===== src/hw/csl_pkg.sv =====
// Functional notes
// - encoding 8B/10B or 64B/66B by configuration
// - 8B/10B output stays JESD204B compatible
// - at most 8 lanes, 4 single channel
// - 64B/66B sync by header, no handshake
// - 64B/66B ignores sync, optional oscillator trigger
// - device clock runs link logic
// - sysref resets multiframe or multiblock counter
// - forward error correction option in 64B/66B
// - no 64B/80B, command channel, CRC3
// - subclass 1 only, subclass 0 receivable
// - single link lane alignment only
// - 8B/10B uses sync request pin
// - sync timing JESD204A and B compatible
// - sync low sends K28.5 on active lanes, idle octet on unused lanes
// - sync rise, wait edge, start alignment
package csl_pkg;
  // =========================================
  // character codes and sequence lengths
  localparam logic [7:0] K28_5 = 8'hBC;
  localparam logic [7:0] K28_0 = 8'h1C;
  localparam logic [7:0] K28_3 = 8'h7C;
  localparam logic [7:0] IDLE_OCTET = 8'h00;
  localparam logic [2:0] ILAS_MULTIFRAMES = 3'h4;
  localparam logic [1:0] SYNC_HEADER_DATA = 2'h1;
  localparam logic [7:0] MF_LEN_RESET = 8'h1F;
  localparam logic [3:0] LANES_RESET = 4'h8;

  typedef enum {
    CSL_WAIT_SYSREF,
    CSL_CGS,
    CSL_WAIT_EDGE,
    CSL_ILAS,
    CSL_DATA
  } csl_state_t;
endpackage : csl_pkg


===== src/hw/csl_tx.sv =====
`timescale 1ns/10ps
module csl_tx #(
  parameter int LANES = 8
) (
  // clock and reset
  input wire logic mclk,
  input wire logic rst,
  // configuration
  input wire logic enc_64b66b,
  input wire logic fec_enable,
  input wire logic [3:0] lanes_used,
  input wire logic [7:0] mf_len,
  input wire logic sync_to_oscillator,
  // pins from the far side
  input wire logic link_sync_request_pin,
  input wire logic sysref,
  // lane data in
  input wire logic [LANES*8-1:0] lane_data,
  // lane outputs
  output logic [LANES*8-1:0] lane_octet,
  output logic [LANES-1:0] lane_is_k,
  output logic [LANES-1:0] lane_active,
  output logic [1:0] sync_header,
  output logic fec_active,
  output logic mf_edge,
  output logic link_up,
  output logic numeric_oscillator_sync
);
  // =========================================
  // state
  typedef struct packed {
    logic [1:0] sync_s;
    logic [1:0] sref_s;
    logic sync_q;
    logic sref_q;
    logic sref_seen;
    logic [7:0] mf_cnt;
    logic [2:0] ilas_mf;
    csl_pkg::csl_state_t st;
    logic [LANES*8-1:0] octet;
    logic [LANES-1:0] is_k;
    logic [LANES-1:0] act;
    logic [1:0] hdr;
    logic fec;
    logic edge_o;
    logic up;
    logic osc;
  } csl_regs_t;

  csl_regs_t r;
  csl_regs_t next_r;
  logic edge_now;
  logic sync_rise;
  logic sref_rise;
  logic [3:0] lim;

  // =========================================
  // next state
  always_comb begin
    next_r = r;
    // pins pass two flops before anything reads them
    next_r.sync_s = {r.sync_s[0], link_sync_request_pin};
    next_r.sref_s = {r.sref_s[0], sysref};
    next_r.sync_q = r.sync_s[1];
    next_r.sref_q = r.sref_s[1];
    sync_rise = r.sync_s[1] & ~r.sync_q;
    sref_rise = r.sref_s[1] & ~r.sref_q;
    // lane count clipped to the build width
    lim = (lanes_used > 4'(LANES)) ? 4'(LANES) : lanes_used;
    // one counter serves multiframe or extended multiblock
    edge_now = (r.mf_cnt == 8'h00);
    if (sref_rise) begin
      next_r.mf_cnt = mf_len;
      next_r.sref_seen = 1'b1;
    end else if (edge_now) begin
      next_r.mf_cnt = mf_len;
    end else begin
      next_r.mf_cnt = r.mf_cnt - 8'h01;
    end
    // sync only feeds the oscillator in 64B/66B
    next_r.osc = enc_64b66b & sync_to_oscillator & sync_rise;
    case (r.st)
      csl_pkg::CSL_WAIT_SYSREF: begin
        if (r.sref_seen) next_r.st = csl_pkg::CSL_CGS;
      end
      csl_pkg::CSL_CGS: begin
        if (enc_64b66b) next_r.st = csl_pkg::CSL_DATA;
        else if (sync_rise) next_r.st = csl_pkg::CSL_WAIT_EDGE;
      end
      csl_pkg::CSL_WAIT_EDGE: begin
        if (edge_now) begin
          next_r.st = csl_pkg::CSL_ILAS;
          next_r.ilas_mf = 3'h0;
        end
      end
      csl_pkg::CSL_ILAS: begin
        if (edge_now) begin
          next_r.ilas_mf = r.ilas_mf + 3'h1;
          if (r.ilas_mf == csl_pkg::ILAS_MULTIFRAMES - 3'h1) next_r.st = csl_pkg::CSL_DATA;
        end
      end
      csl_pkg::CSL_DATA: ;
      default: next_r.st = csl_pkg::CSL_WAIT_SYSREF;
    endcase
    // receiver asking again restarts alignment
    if (!enc_64b66b && !r.sync_s[1] && r.st != csl_pkg::CSL_WAIT_SYSREF) begin
      next_r.st = csl_pkg::CSL_CGS;
    end
    next_r.edge_o = edge_now;
    next_r.up = (r.st == csl_pkg::CSL_DATA);
    next_r.fec = enc_64b66b & fec_enable;
    next_r.hdr = enc_64b66b ? csl_pkg::SYNC_HEADER_DATA : 2'h0;
    for (int i = 0; i < LANES; i++) begin
      next_r.act[i] = (4'(i) < lim);
      if (4'(i) >= lim) begin
        next_r.octet[i*8 +: 8] = csl_pkg::IDLE_OCTET;
        next_r.is_k[i] = 1'b0;
      end else if (r.st == csl_pkg::CSL_DATA) begin
        next_r.octet[i*8 +: 8] = lane_data[i*8 +: 8];
        next_r.is_k[i] = 1'b0;
      end else if (r.st == csl_pkg::CSL_ILAS && !enc_64b66b) begin
        // 8B/10B framing kept JESD204B style
        next_r.is_k[i] = (r.mf_cnt == mf_len) | edge_now;
        next_r.octet[i*8 +: 8] = (r.mf_cnt == mf_len) ? csl_pkg::K28_0 :
                                 edge_now ? csl_pkg::K28_3 : lane_data[i*8 +: 8];
      end else begin
        next_r.octet[i*8 +: 8] = csl_pkg::K28_5;
        next_r.is_k[i] = 1'b1;
      end
    end
  end

  // =========================================
  // registers, all on the device clock
  always_ff @(posedge mclk or posedge rst) begin
    if (rst) begin
      r <= '0;
      r.st <= csl_pkg::CSL_WAIT_SYSREF;
      r.mf_cnt <= csl_pkg::MF_LEN_RESET;
    end else begin
      r <= next_r;
    end
  end

  assign lane_octet = r.octet;
  assign lane_is_k = r.is_k;
  assign lane_active = r.act;
  assign sync_header = r.hdr;
  assign fec_active = r.fec;
  assign mf_edge = r.edge_o;
  assign link_up = r.up;
  assign numeric_oscillator_sync = r.osc;
  // subclass 1 only; no 64B/80B, command channel, CRC3 or multipoint
endmodule : csl_tx

===== config.mk =====
export PLATFORM = sky130hd
export DESIGN_NAME = csl_tx
export DESIGN_NICKNAME = d
export VERILOG_FILES = /design/src/hw/csl_pkg.sv /design/src/hw/csl_tx.sv
export SDC_FILE = /design/constraint.sdc
export NUM_CORES = 1
export LEC_CHECK = 0
export ABC_CLOCK_PERIOD_IN_PS = 4500
export BUFFER_PORTS_ARGS = -buffer_cell sky130_fd_sc_hd__buf_4
export CORE_ASPECT_RATIO = 0.5
export CORE_MARGIN = 2
export CORE_UTILIZATION = 50
export CTS_CLUSTER_SIZE = 10
export DETAILED_ROUTE_END_ITERATION = 8
export HOLD_SLACK_MARGIN = 0.02
export PLACE_DENSITY = 0.81
export SETUP_SLACK_MARGIN = 0.05
export SLEW_MARGIN = 25
export SYNTH_ARGS = -nofsm -noshare
export SYNTH_HDL_FRONTEND = slang
export SYNTH_SLANG_ARGS = --single-unit

===== constraint.sdc =====
create_clock -name mclk -period 4.5 [get_ports mclk]
set_clock_uncertainty 0.05 [all_clocks]
set_input_delay 0.9 -clock mclk [delete_from_list [all_inputs] [get_ports mclk]]
set_output_delay 0.9 -clock mclk [all_outputs]
set_load 0.03 [all_outputs]

**Word-level counts from Yosys, hierarchy flattened**

Cells that the tools add are included.

- Add/sub/neg operators: 2
- Magnitude comparators: 17
- Equality and inequality tests: 16
- Muxes and demuxes: 63
- Bitwise operators: 8
- Reduce and logical (&&, ||, !) cells: 11

Operators by type and width:

| kind | number |
|---|---|
| 8-bit 2-to-1 mux | 42 |
| 32-bit 2-to-1 mux | 5 |
| 32-bit one-hot mux with 5 select lines | 1 |
| 35-bit 2-to-1 mux | 2 |
| 32-bit by 2-bit equality test with 1-bit output (second input constant) | 2 |
| 32-bit by 3-bit equality test with 1-bit output (second input constant) | 2 |
| 32-bit by 1-bit equality test with 1-bit output (second input constant) | 1 |
| 32-bit by 4-bit equality test with 1-bit output (second input constant) | 1 |
| 32-bit zero test | 1 |
| 32-bit nonzero test | 1 |
| 3-bit by 4-bit >= comparator with 1-bit output (first input constant) | 4 |
| 3-bit by 4-bit < comparator with 1-bit output (first input constant) | 4 |
| 3-bit inequality test (second input constant) | 4 |
| 1-bit 2-to-1 mux | 11 |
| 8-bit equality test | 1 |
| 1-bit by 4-bit >= comparator with 1-bit output (first input constant) | 2 |
| 2-bit by 4-bit >= comparator with 1-bit output (first input constant) | 2 |
| 8-bit zero test | 1 |
| 1-bit by 4-bit < comparator with 1-bit output (first input constant) | 2 |
| 2-bit by 4-bit < comparator with 1-bit output (first input constant) | 2 |
| 8-bit by 1-bit subtractor with 8-bit output (second input constant) | 1 |
| 2-bit inequality test (second input constant) | 3 |
| 3-bit one-hot mux with 2 select lines | 1 |
| 6-bit AND reduction | 1 |
| 12 further kinds | 20 |

- Register bits after elaboration: 135
- Input port bits: 83
- Output and inout port bits: 86

**Depth between registers and ports, before layout**

Gate-level depths: netlist of the first run.

- Depth after elaboration: 6
- Mapped depth: 7
- Depth with buffers taken out: 6

**Least setup slack after synthesis of the first run**

OpenSTA, ideal clock, no wires.

- Path kind: input port to flip-flop
- From: input mf_len[3]
- To: register r (netlist bit lane_octet[15])
- Data arrival time: 2.027 ns
- Required time: 4.330 ns
- Slack: 2.303 ns
- Cell stages on the path: 4
- Path buffers: 0
- Path through: xor2_1 -> nor4_4 -> nand3_1 -> a41o_1

RTL lines:

| element | RTL line | text |
|---|---|---|
| from (decl) | csl_tx.sv:12 | `input wire logic [7:0] mf_len,` |
| to (signal assigned) | csl_tx.sv:141 | `r <= next_r;` |
| to (decl) | csl_tx.sv:50 | `csl_regs_t r;` |

==> metrics.md, run 1 <==
| Metric | Value |
|---|---|
| Top Family by Delay on Critical Path | `simple AND/OR/NAND/NOR gates` |
| WP buf/inv | `1` |
| DR WL/cell | `17.0 µm` |
| Grt met2 use | `37.8%` |
| Final weighted congestion in routability-driven placement | `0.786` |
| Number of diodes | `0` |
| Number of different library cells in the post-synthesis netlist | `47` |
| Top post-synthesis cells by area | `sky130_fd_sc_hd__dfrtp_1 (50%), sky130_fd_sc_hd__buf_4 (12%), sky130_fd_sc_hd__a2111oi_0 (4.2%)` |
| Max transition margin | `48.2%` |
| Post-CTS Setup Bufs | `0` |
| Drt pass-1 iters | `5` |
| Count of boundary I/O pins | `169` |
| Cell accounting for the most synthesized area | `sky130_fd_sc_hd__dfrtp_1` |
| Pre-CTS setup slack | `1.69 ns` |
| Clk sink count | `106` |
| Insertion delay to the later sink of the worst-skew pair | `0.34 ns` |
| Max Slew Vio Count | `0` |
| CP Class | `flip-flop to flip-flop` |
| GR Util met3 | `4.73%` |
| Die area | `10900 µm²` |
| Post-layout worst setup margin | `1.60 ns` |
| Clock Pin Slew Worst Setup and Hold Paths | `roughly 0.070 ns` |
| Post-synth EDFFs | `0` |
| Slew of the pin with the lowest slew margin | `0.776 ns` |
| Combinational share of power | `33.0%` |
| Arr. time, crit path | `between 3 and 4 ns` |
| Ys flop type | `sky130_fd_sc_hd__dfrtp_1` |
| Cell count after synthesis | `477` |
| CTS root buffer | `sky130_fd_sc_hd__clkbuf_16` |
| Overall routed net length | `between 10000 and 15000 µm` |
| Yosys top cell area share | `50.4%` |
| Async set-or-reset flop fraction in the synthesized netlist | `100%` |
| Fmax | `345 MHz` |
| Overall track demand over capacity in global routing | `between 20% and 30%` |
| Unrepaired setup endpoints after global routing | `false` |
| Leakage dissipation | `0.00279 µW` |
| Core footprint | `9600 µm²` |
| Largest net degree at the start of global routing | `91` |
| Number of synthesized register bits | `106` |
| Maximum buffer depth of the clock tree | `2` |
| Maximum cell stage delay along the critical path | `between 0.6 and 0.7 ns` |
| Met1 routing resource usage after global routing | `a little over a quarter` |
| Die boundary width | `146 µm` |
| CTS tree | `yes` |
| Peak supply drop | `262 µV` |
| Total overflow reported by the global router | `0` |
| Drt via density | `5.39` |
| Number of buffers added by the clock tree synthesis step | `9` |
| Ratio of total power to cell area | `just under 500 nW/µm²` |
| Setup crit end kind | `flip-flop` |
| Hold buffer count at cts | `0` |
| ANT nets after route | `0` |
| Proportion of power drawn by flip-flops and latches | `41.5%` |
| Drc violations | `0` |
| Core Rows | `25` |
| Proportion of total power due to net switching | `about a third` |
| Final min period | `2.90 ns` |
| Clk network pwr share | `between 20 and 30%` |
| CP Max Fanout | `31` |
| Number of max-cap violations | `0` |
| Port Buffers | `between 150 and 200` |
| Net switching component of the power | `1050 µW` |
| Via count of the first global-routing pass | `between 3000 and 4000` |
| H-tree depth | `3` |
| Post-synthesis net count | `563` |
| Critical-path top delay cell | `sky130_fd_sc_hd__a211o_1` |
| Initial drt markers | `280` |
| Wire length of the first global-routing pass | `roughly 18000 µm` |
| Number of warnings issued by yosys | `0` |
| Chain of cells forming the critical path | `inv_1, ha_1, or3b_2, nor2_4, a211o_1, a21oi_1` |
| Commonest cells post-synth | `sky130_fd_sc_hd__dfrtp_1 (101), sky130_fd_sc_hd__buf_4 (83), sky130_fd_sc_hd__o21ai_0 (37), sky130_fd_sc_hd__nor2_1 (35), sky130_fd_sc_hd__a21oi_1 (33)` |
| Final net count | `633` |
| Required time of the worst setup path | `4.63 ns` |
| Synthesis-to-layout area growth | `20.3%` |
| Average instance area after synthesis | `approximately 11 µm²` |
| Outcome | `complete, no violations` |
| P_int | `1940 µW` |
| Quantity of gates resized following cts | `0` |
| Final period util | `64.3%` |
| Cell with the most instances after synthesis | `sky130_fd_sc_hd__dfrtp_1` |
| Count of final hold-check violations | `0` |
| Final total negative setup slack | `0 ns` |
| Placed wire-length estimate after detailed placement | `7850 µm` |
| Startpoint type of the worst setup path | `flip-flop` |
| Share of the yosys chip area belonging to registers | `53.0%` |
| GRT busiest layer | `met2` |
| Number of setup violations in the final report | `0` |
| Hold WC Path Type | `flip-flop to flip-flop` |
| Initial cell density of the core | `approximately 52%` |
| Area of the mapped netlist | `between 5000 and 6000 µm²` |
| Routed vias | `3703` |
| Number of antenna violations at the first check in global routing | `0` |
| Die Y | `74.8 µm` |
| Proportion of layout cells with a drive suffix above 1 | `around 38%` |
## path summary, 6_finish.rpt
kind,depth (start not counted),slack (ns),startpoint,end
min in group asynchronous,2,0.66,rst,r[120]
max,6,1.60,r[121],lane_octet[32]
min reg2reg,0,0.30,next_r[133],next_r[130]
max reg2reg,6,1.60,r[121],lane_octet[32]
max in group asynchronous,3,2.99,rst,mf_edge
min,0,0.30,next_r[133],next_r[130]
## power by group through the flow
| stage | Clock (µW) | Combinational (µW) | Sequential (µW) |
|---|---|---|---|
| after floorplan | 0 | 834 | 1220 |
| after global placement | 0 | 970 | 1250 |
| after detailed placement | 0 | 986 | 1260 |
| after CTS | 779 | 988 | 1240 |
| after global routing | 819 | 1060 | 1270 |
| final | 762 | 988 | 1240 |
## registers in the layout, summed over array words and instances (netlist names)
signal,flops
fec_active,1
next_r,4
lane_active,8
lane_is_k,8
numeric_oscillator_sync,1
r,17
link_up,1
lane_octet,64
mf_edge,1
sync_header,1
## worst register-to-register path, delay by kind of cell (launching register included)
kind / cells / cell delay [ns]
fa+ha+maj: 1 / 0.19
simple gates: 2 / 1.13
compound gates: 2 / 0.92
buf+inv: 1 / 0.07
flops: 1 / 0.38
## layer usage
layer | wire [µm] | vias to the layer above | share of wire (%)
li1 | - | 1727 | -
met1 | 4700 | 1801 | 40
met2 | 6080 | 142 | 52
met3 | 612 | 33 | 5.2
met4 | 306 | 0 | 2.6
met5 | 0 | - | 0
## area by class of cell
type | instances | area (µm²)
clock inverters | 4 | 51.3
repair buffers | 172 | 1290
flip-flops and latches | 106 | 2660
fillers | 773 | 3570
multi-input cells | 252 | 1600
inverters | 6 | 27.5
clock buffers | 12 | 236
well taps | 135 | 169
## logic make-up after synthesis
logic type,count (synthesis),share of synthesized area (%)
compound gates,125,16.7
xor+xnor,12,2.09
fa+ha+maj,3,0.748
buf+inv,119,15.3
flops,106,53.0
mux,2,0.424
other cells,1,0.0747
simple gates,109,11.7
## cells in the final DEF (no fill, tap or decap), types with 6 or more instances in the layout
master / n
sky130_fd_sc_hd__nor2_1: 35
sky130_fd_sc_hd__a21oi_1: 33
sky130_fd_sc_hd__o211a_1: 8
sky130_fd_sc_hd__clkbuf_16: 9
sky130_fd_sc_hd__xor2_1: 8
sky130_fd_sc_hd__o21ai_0: 37
sky130_fd_sc_hd__buf_4: 172
sky130_fd_sc_hd__nand3_1: 6
sky130_fd_sc_hd__a2111oi_0: 24
sky130_fd_sc_hd__nand2_1: 21
sky130_fd_sc_hd__nand2b_1: 6
sky130_fd_sc_hd__and3_1: 17
sky130_fd_sc_hd__dfrtp_1: 101
sky130_fd_sc_hd__a41o_1: 8
## per-stage QoR
step	hold slack [ns]	total power, µW	cells	util [%]	instance area (µm²)
global placement	0.283	2220	671	59.8	5740
CTS	0.299	3010	687	62.8	6030
floorplan	0.281	2060	477	-	5020
finish	0.298	2990	687	62.9	6040
global route	0.310	3140	687	62.9	6040
detailed placement	0.285	2240	671	59.8	5740
Note: power is estimated with default switching activity, not from simulation.
==> inputs of run 2 (changes only) <==
--- a/config.mk
+++ b/config.mk
@@ -5,7 +5,7 @@
 export SDC_FILE = /design/constraint.sdc
 export NUM_CORES = 1
 export LEC_CHECK = 0
-export ABC_CLOCK_PERIOD_IN_PS = 4500
+export ABC_CLOCK_PERIOD_IN_PS = 2700
 export BUFFER_PORTS_ARGS = -buffer_cell sky130_fd_sc_hd__buf_4
 export CORE_ASPECT_RATIO = 0.5
 export CORE_MARGIN = 2
==> constraint.sdc (replaced) <==
create_clock -name mclk -period 2.7 [get_ports mclk]
set_clock_uncertainty 0.05 [all_clocks]
set_input_delay 0.54 -clock mclk [delete_from_list [all_inputs] [get_ports mclk]]
set_output_delay 0.54 -clock mclk [all_outputs]
set_load 0.03 [all_outputs]
==> run 2 against run 1 <==
Effect of this change: sequential power is 66% higher; sequential share of layout area decreased by 0.65 points; combinational power rose by 70%; setup slack got worse by 1.3 ns; flip-flop and latch count unchanged; worst hold slack got worse by 0.045 ns; critical endpoint unchanged; utilization increased by 0.94 points; die area did not move; non-clock buffer count up 7.
==> metrics.md, run 2 (synthesis gave the netlist of run 1 again) <==
| Metric | Value |
|---|---|
| Leakage dissipation | `0.00283 µW` |
| CTS tree | `yes` |
| H-tree depth | `3` |
| Arr. time, crit path | `2.54 ns` |
| Worst hold slack across all endpoints | `0.253 ns` |
| Die area | `10900 µm²` |
| Proportion of layout cells with a drive suffix above 1 | `38.6%` |
| Number of antenna violations at the first check in global routing | `0` |
| Synthesis-to-layout area growth | `22.1%` |
| Routed vias | `approximately 3700` |
| Maximum cell stage delay along the critical path | `0.55 ns` |
| Number of diodes | `0` |
| CTS root buffer | `sky130_fd_sc_hd__clkbuf_16` |
| Number of max-cap violations | `0` |
| Final net count | `640` |
| Hold buffer count at cts | `0` |
| Initial drt markers | `297` |
| Clk sink count | `around 110` |
| Max Slew Vio Count | `0` |
| Largest net degree at the start of global routing | `74` |
| Post-CTS Setup Bufs | `0` |
| Fillers | `between 700 and 800` |
| Via count of the first global-routing pass | `~3600` |
| Number of buffers added by the clock tree synthesis step | `9` |
| Quantity of gates resized following cts | `0` |
| CP Class | `flip-flop to flip-flop` |
| Max transition margin | `just over 60%` |
| Clock Pin Slew Worst Setup and Hold Paths | `about 0.070 ns` |
| Reg area | `between 2000 and 3000 µm²` |
| Peak supply drop | `411 µV` |
| Count of boundary I/O pins | `169` |
| Slew of the pin with the lowest slew margin | `about 0.6 ns` |
| Fin area | `6130 µm²` |
| Wire length of the first global-routing pass | `approximately 19000 µm` |
| Pre-CTS setup slack | `~0.37 ns` |
| Post-DP Area | `around 5800 µm²` |
| Required time of the worst setup path | `~2.9 ns` |
| ANT nets after route | `0` |
| Ratio of total power to cell area | `838 nW/µm²` |
| Number of setup violations in the final report | `0` |
| Overall track demand over capacity in global routing | `22.1%` |
| Outcome | `complete, no violations` |
| Highest-count cells in the layout ignoring fill and taps | `sky130_fd_sc_hd__buf_4 (178), sky130_fd_sc_hd__dfrtp_1 (101), sky130_fd_sc_hd__o21ai_0 (37)` |
| Startpoint type of the worst setup path | `flip-flop` |
| Die boundary width | `146 µm` |
| Core Rows | `25` |
| Post-layout worst setup margin | `around 0.31 ns` |
| Placed wire-length estimate after detailed placement | `8430 µm` |
| Overall power of the completed layout | `5130 µW` |
| Port Buffers | `about 170` |
| DR WL/cell | `17.4 µm` |
| Insertion delay to the later sink of the worst-skew pair | `between 0.3 and 0.4 ns` |
| Final weighted congestion in routability-driven placement | `0.802` |
| Unrepaired setup endpoints after global routing | `false` |
| Chain of cells forming the critical path | `inv_1, ha_1, or3b_2, nor2_4, a211o_1, buf_4, a21oi_1` |
| Drc violations | `0` |
| Hold WC Path Type | `input pin to asynchronous set/reset pin` |
| Area of the multi-input gates | `1600 µm²` |
| Count of final hold-check violations | `0` |
| Maximum buffer depth of the clock tree | `2` |
| Core footprint | `9600 µm²` |
| Most common cell after layout, fill and taps aside | `sky130_fd_sc_hd__buf_4` |
| Drt via density | `5.37` |
| Final min period | `between 2 and 2.5 ns` |
| Largest register FFs | `64` |
| Initial cell density of the core | `52.3%` |
| Fmax | `419 MHz` |
| Source of the critical timing path | `r[121]` |
| Drt pass-1 iters | `4` |
| Total overflow reported by the global router | `0` |
| Final period util | `approximately nine tenths` |
| CP Max Fanout | `24` |
| Critical R2R Launch | `r[121]` |
| Overall routed net length | `12100 µm` |
| Critical-path top delay cell | `sky130_fd_sc_hd__or3b_2` |
| Final total negative setup slack | `0 ns` |
| Setup crit end kind | `flip-flop` |
| Die Y | `74.8 µm` |
==> run 2: cell types whose count changed in the layout (fill, tap and decap cells not counted), sizes merged <==
cell and delta:
buf +7, clkinv +1, inv -1, bufinv +1, clkbuf -2, clkinvlp +1
==> run 2: area by class of cell <==
class / instances / area share, %
Sequential cell: 106 / 43.4
Multi-Input combinational cell: 252 / 26.1
Timing Repair Buffer: 179 / 22.1
Clock buffer: 10 / 3.74
Tap cell: 135 / 2.76
Clock inverter: 6 / 1.47
Inverter: 6 / 0.429
==> run 2: worst max-delay path: cells and delay by family (launching register included) <==
kind | cells | cell delay, ns
fa+ha+maj | 1 | 0.18
buf+inv | 2 | 0.32
compound gates | 2 | 0.31
flops | 1 | 0.38
simple gates | 2 | 1.00
==> run 2: per-layer routing <==
layer / wire length (µm) / GRT usage (%) / up-vias
li1: - / - / 1740
met1: 4920 / 27.7 / 1832
met2: 6300 / 38.5 / 125
met3: 564 / 4.48 / 29
met4: 316 / 10.1 / 0
met5: 0 / 0 / -
==> run 2: stage by stage <==
| stage | cells | utilization [%] |
|---|---|---|
| final | 694 | 63.8 |
| after global routing | 694 | 63.8 |
| after CTS | 694 | 63.8 |
| after detailed placement | 678 | 60.5 |
| after global placement | 678 | 60.5 |
| after floorplan | 477 | - |
==> run 2: worst paths after layout <==
path,endpoint,slack (ns),cells after the start
hold reg to reg,next_r[131],0.30,0
setup reg to reg,lane_octet[32],0.31,7
max in group asynchronous,r[125],1.98,3
setup / recovery,lane_octet[32],0.31,7
min in group mclk,next_r[133],0.25,1
hold / removal,lane_octet[42],0.25,3
==> run 2: where the power goes <==
group / total (µW) / switching (µW) / internal, µW
Clock: 1390 / 570 / 816
Combinational: 1680 / 1050 / 634
Sequential: 2060 / 171 / 1890
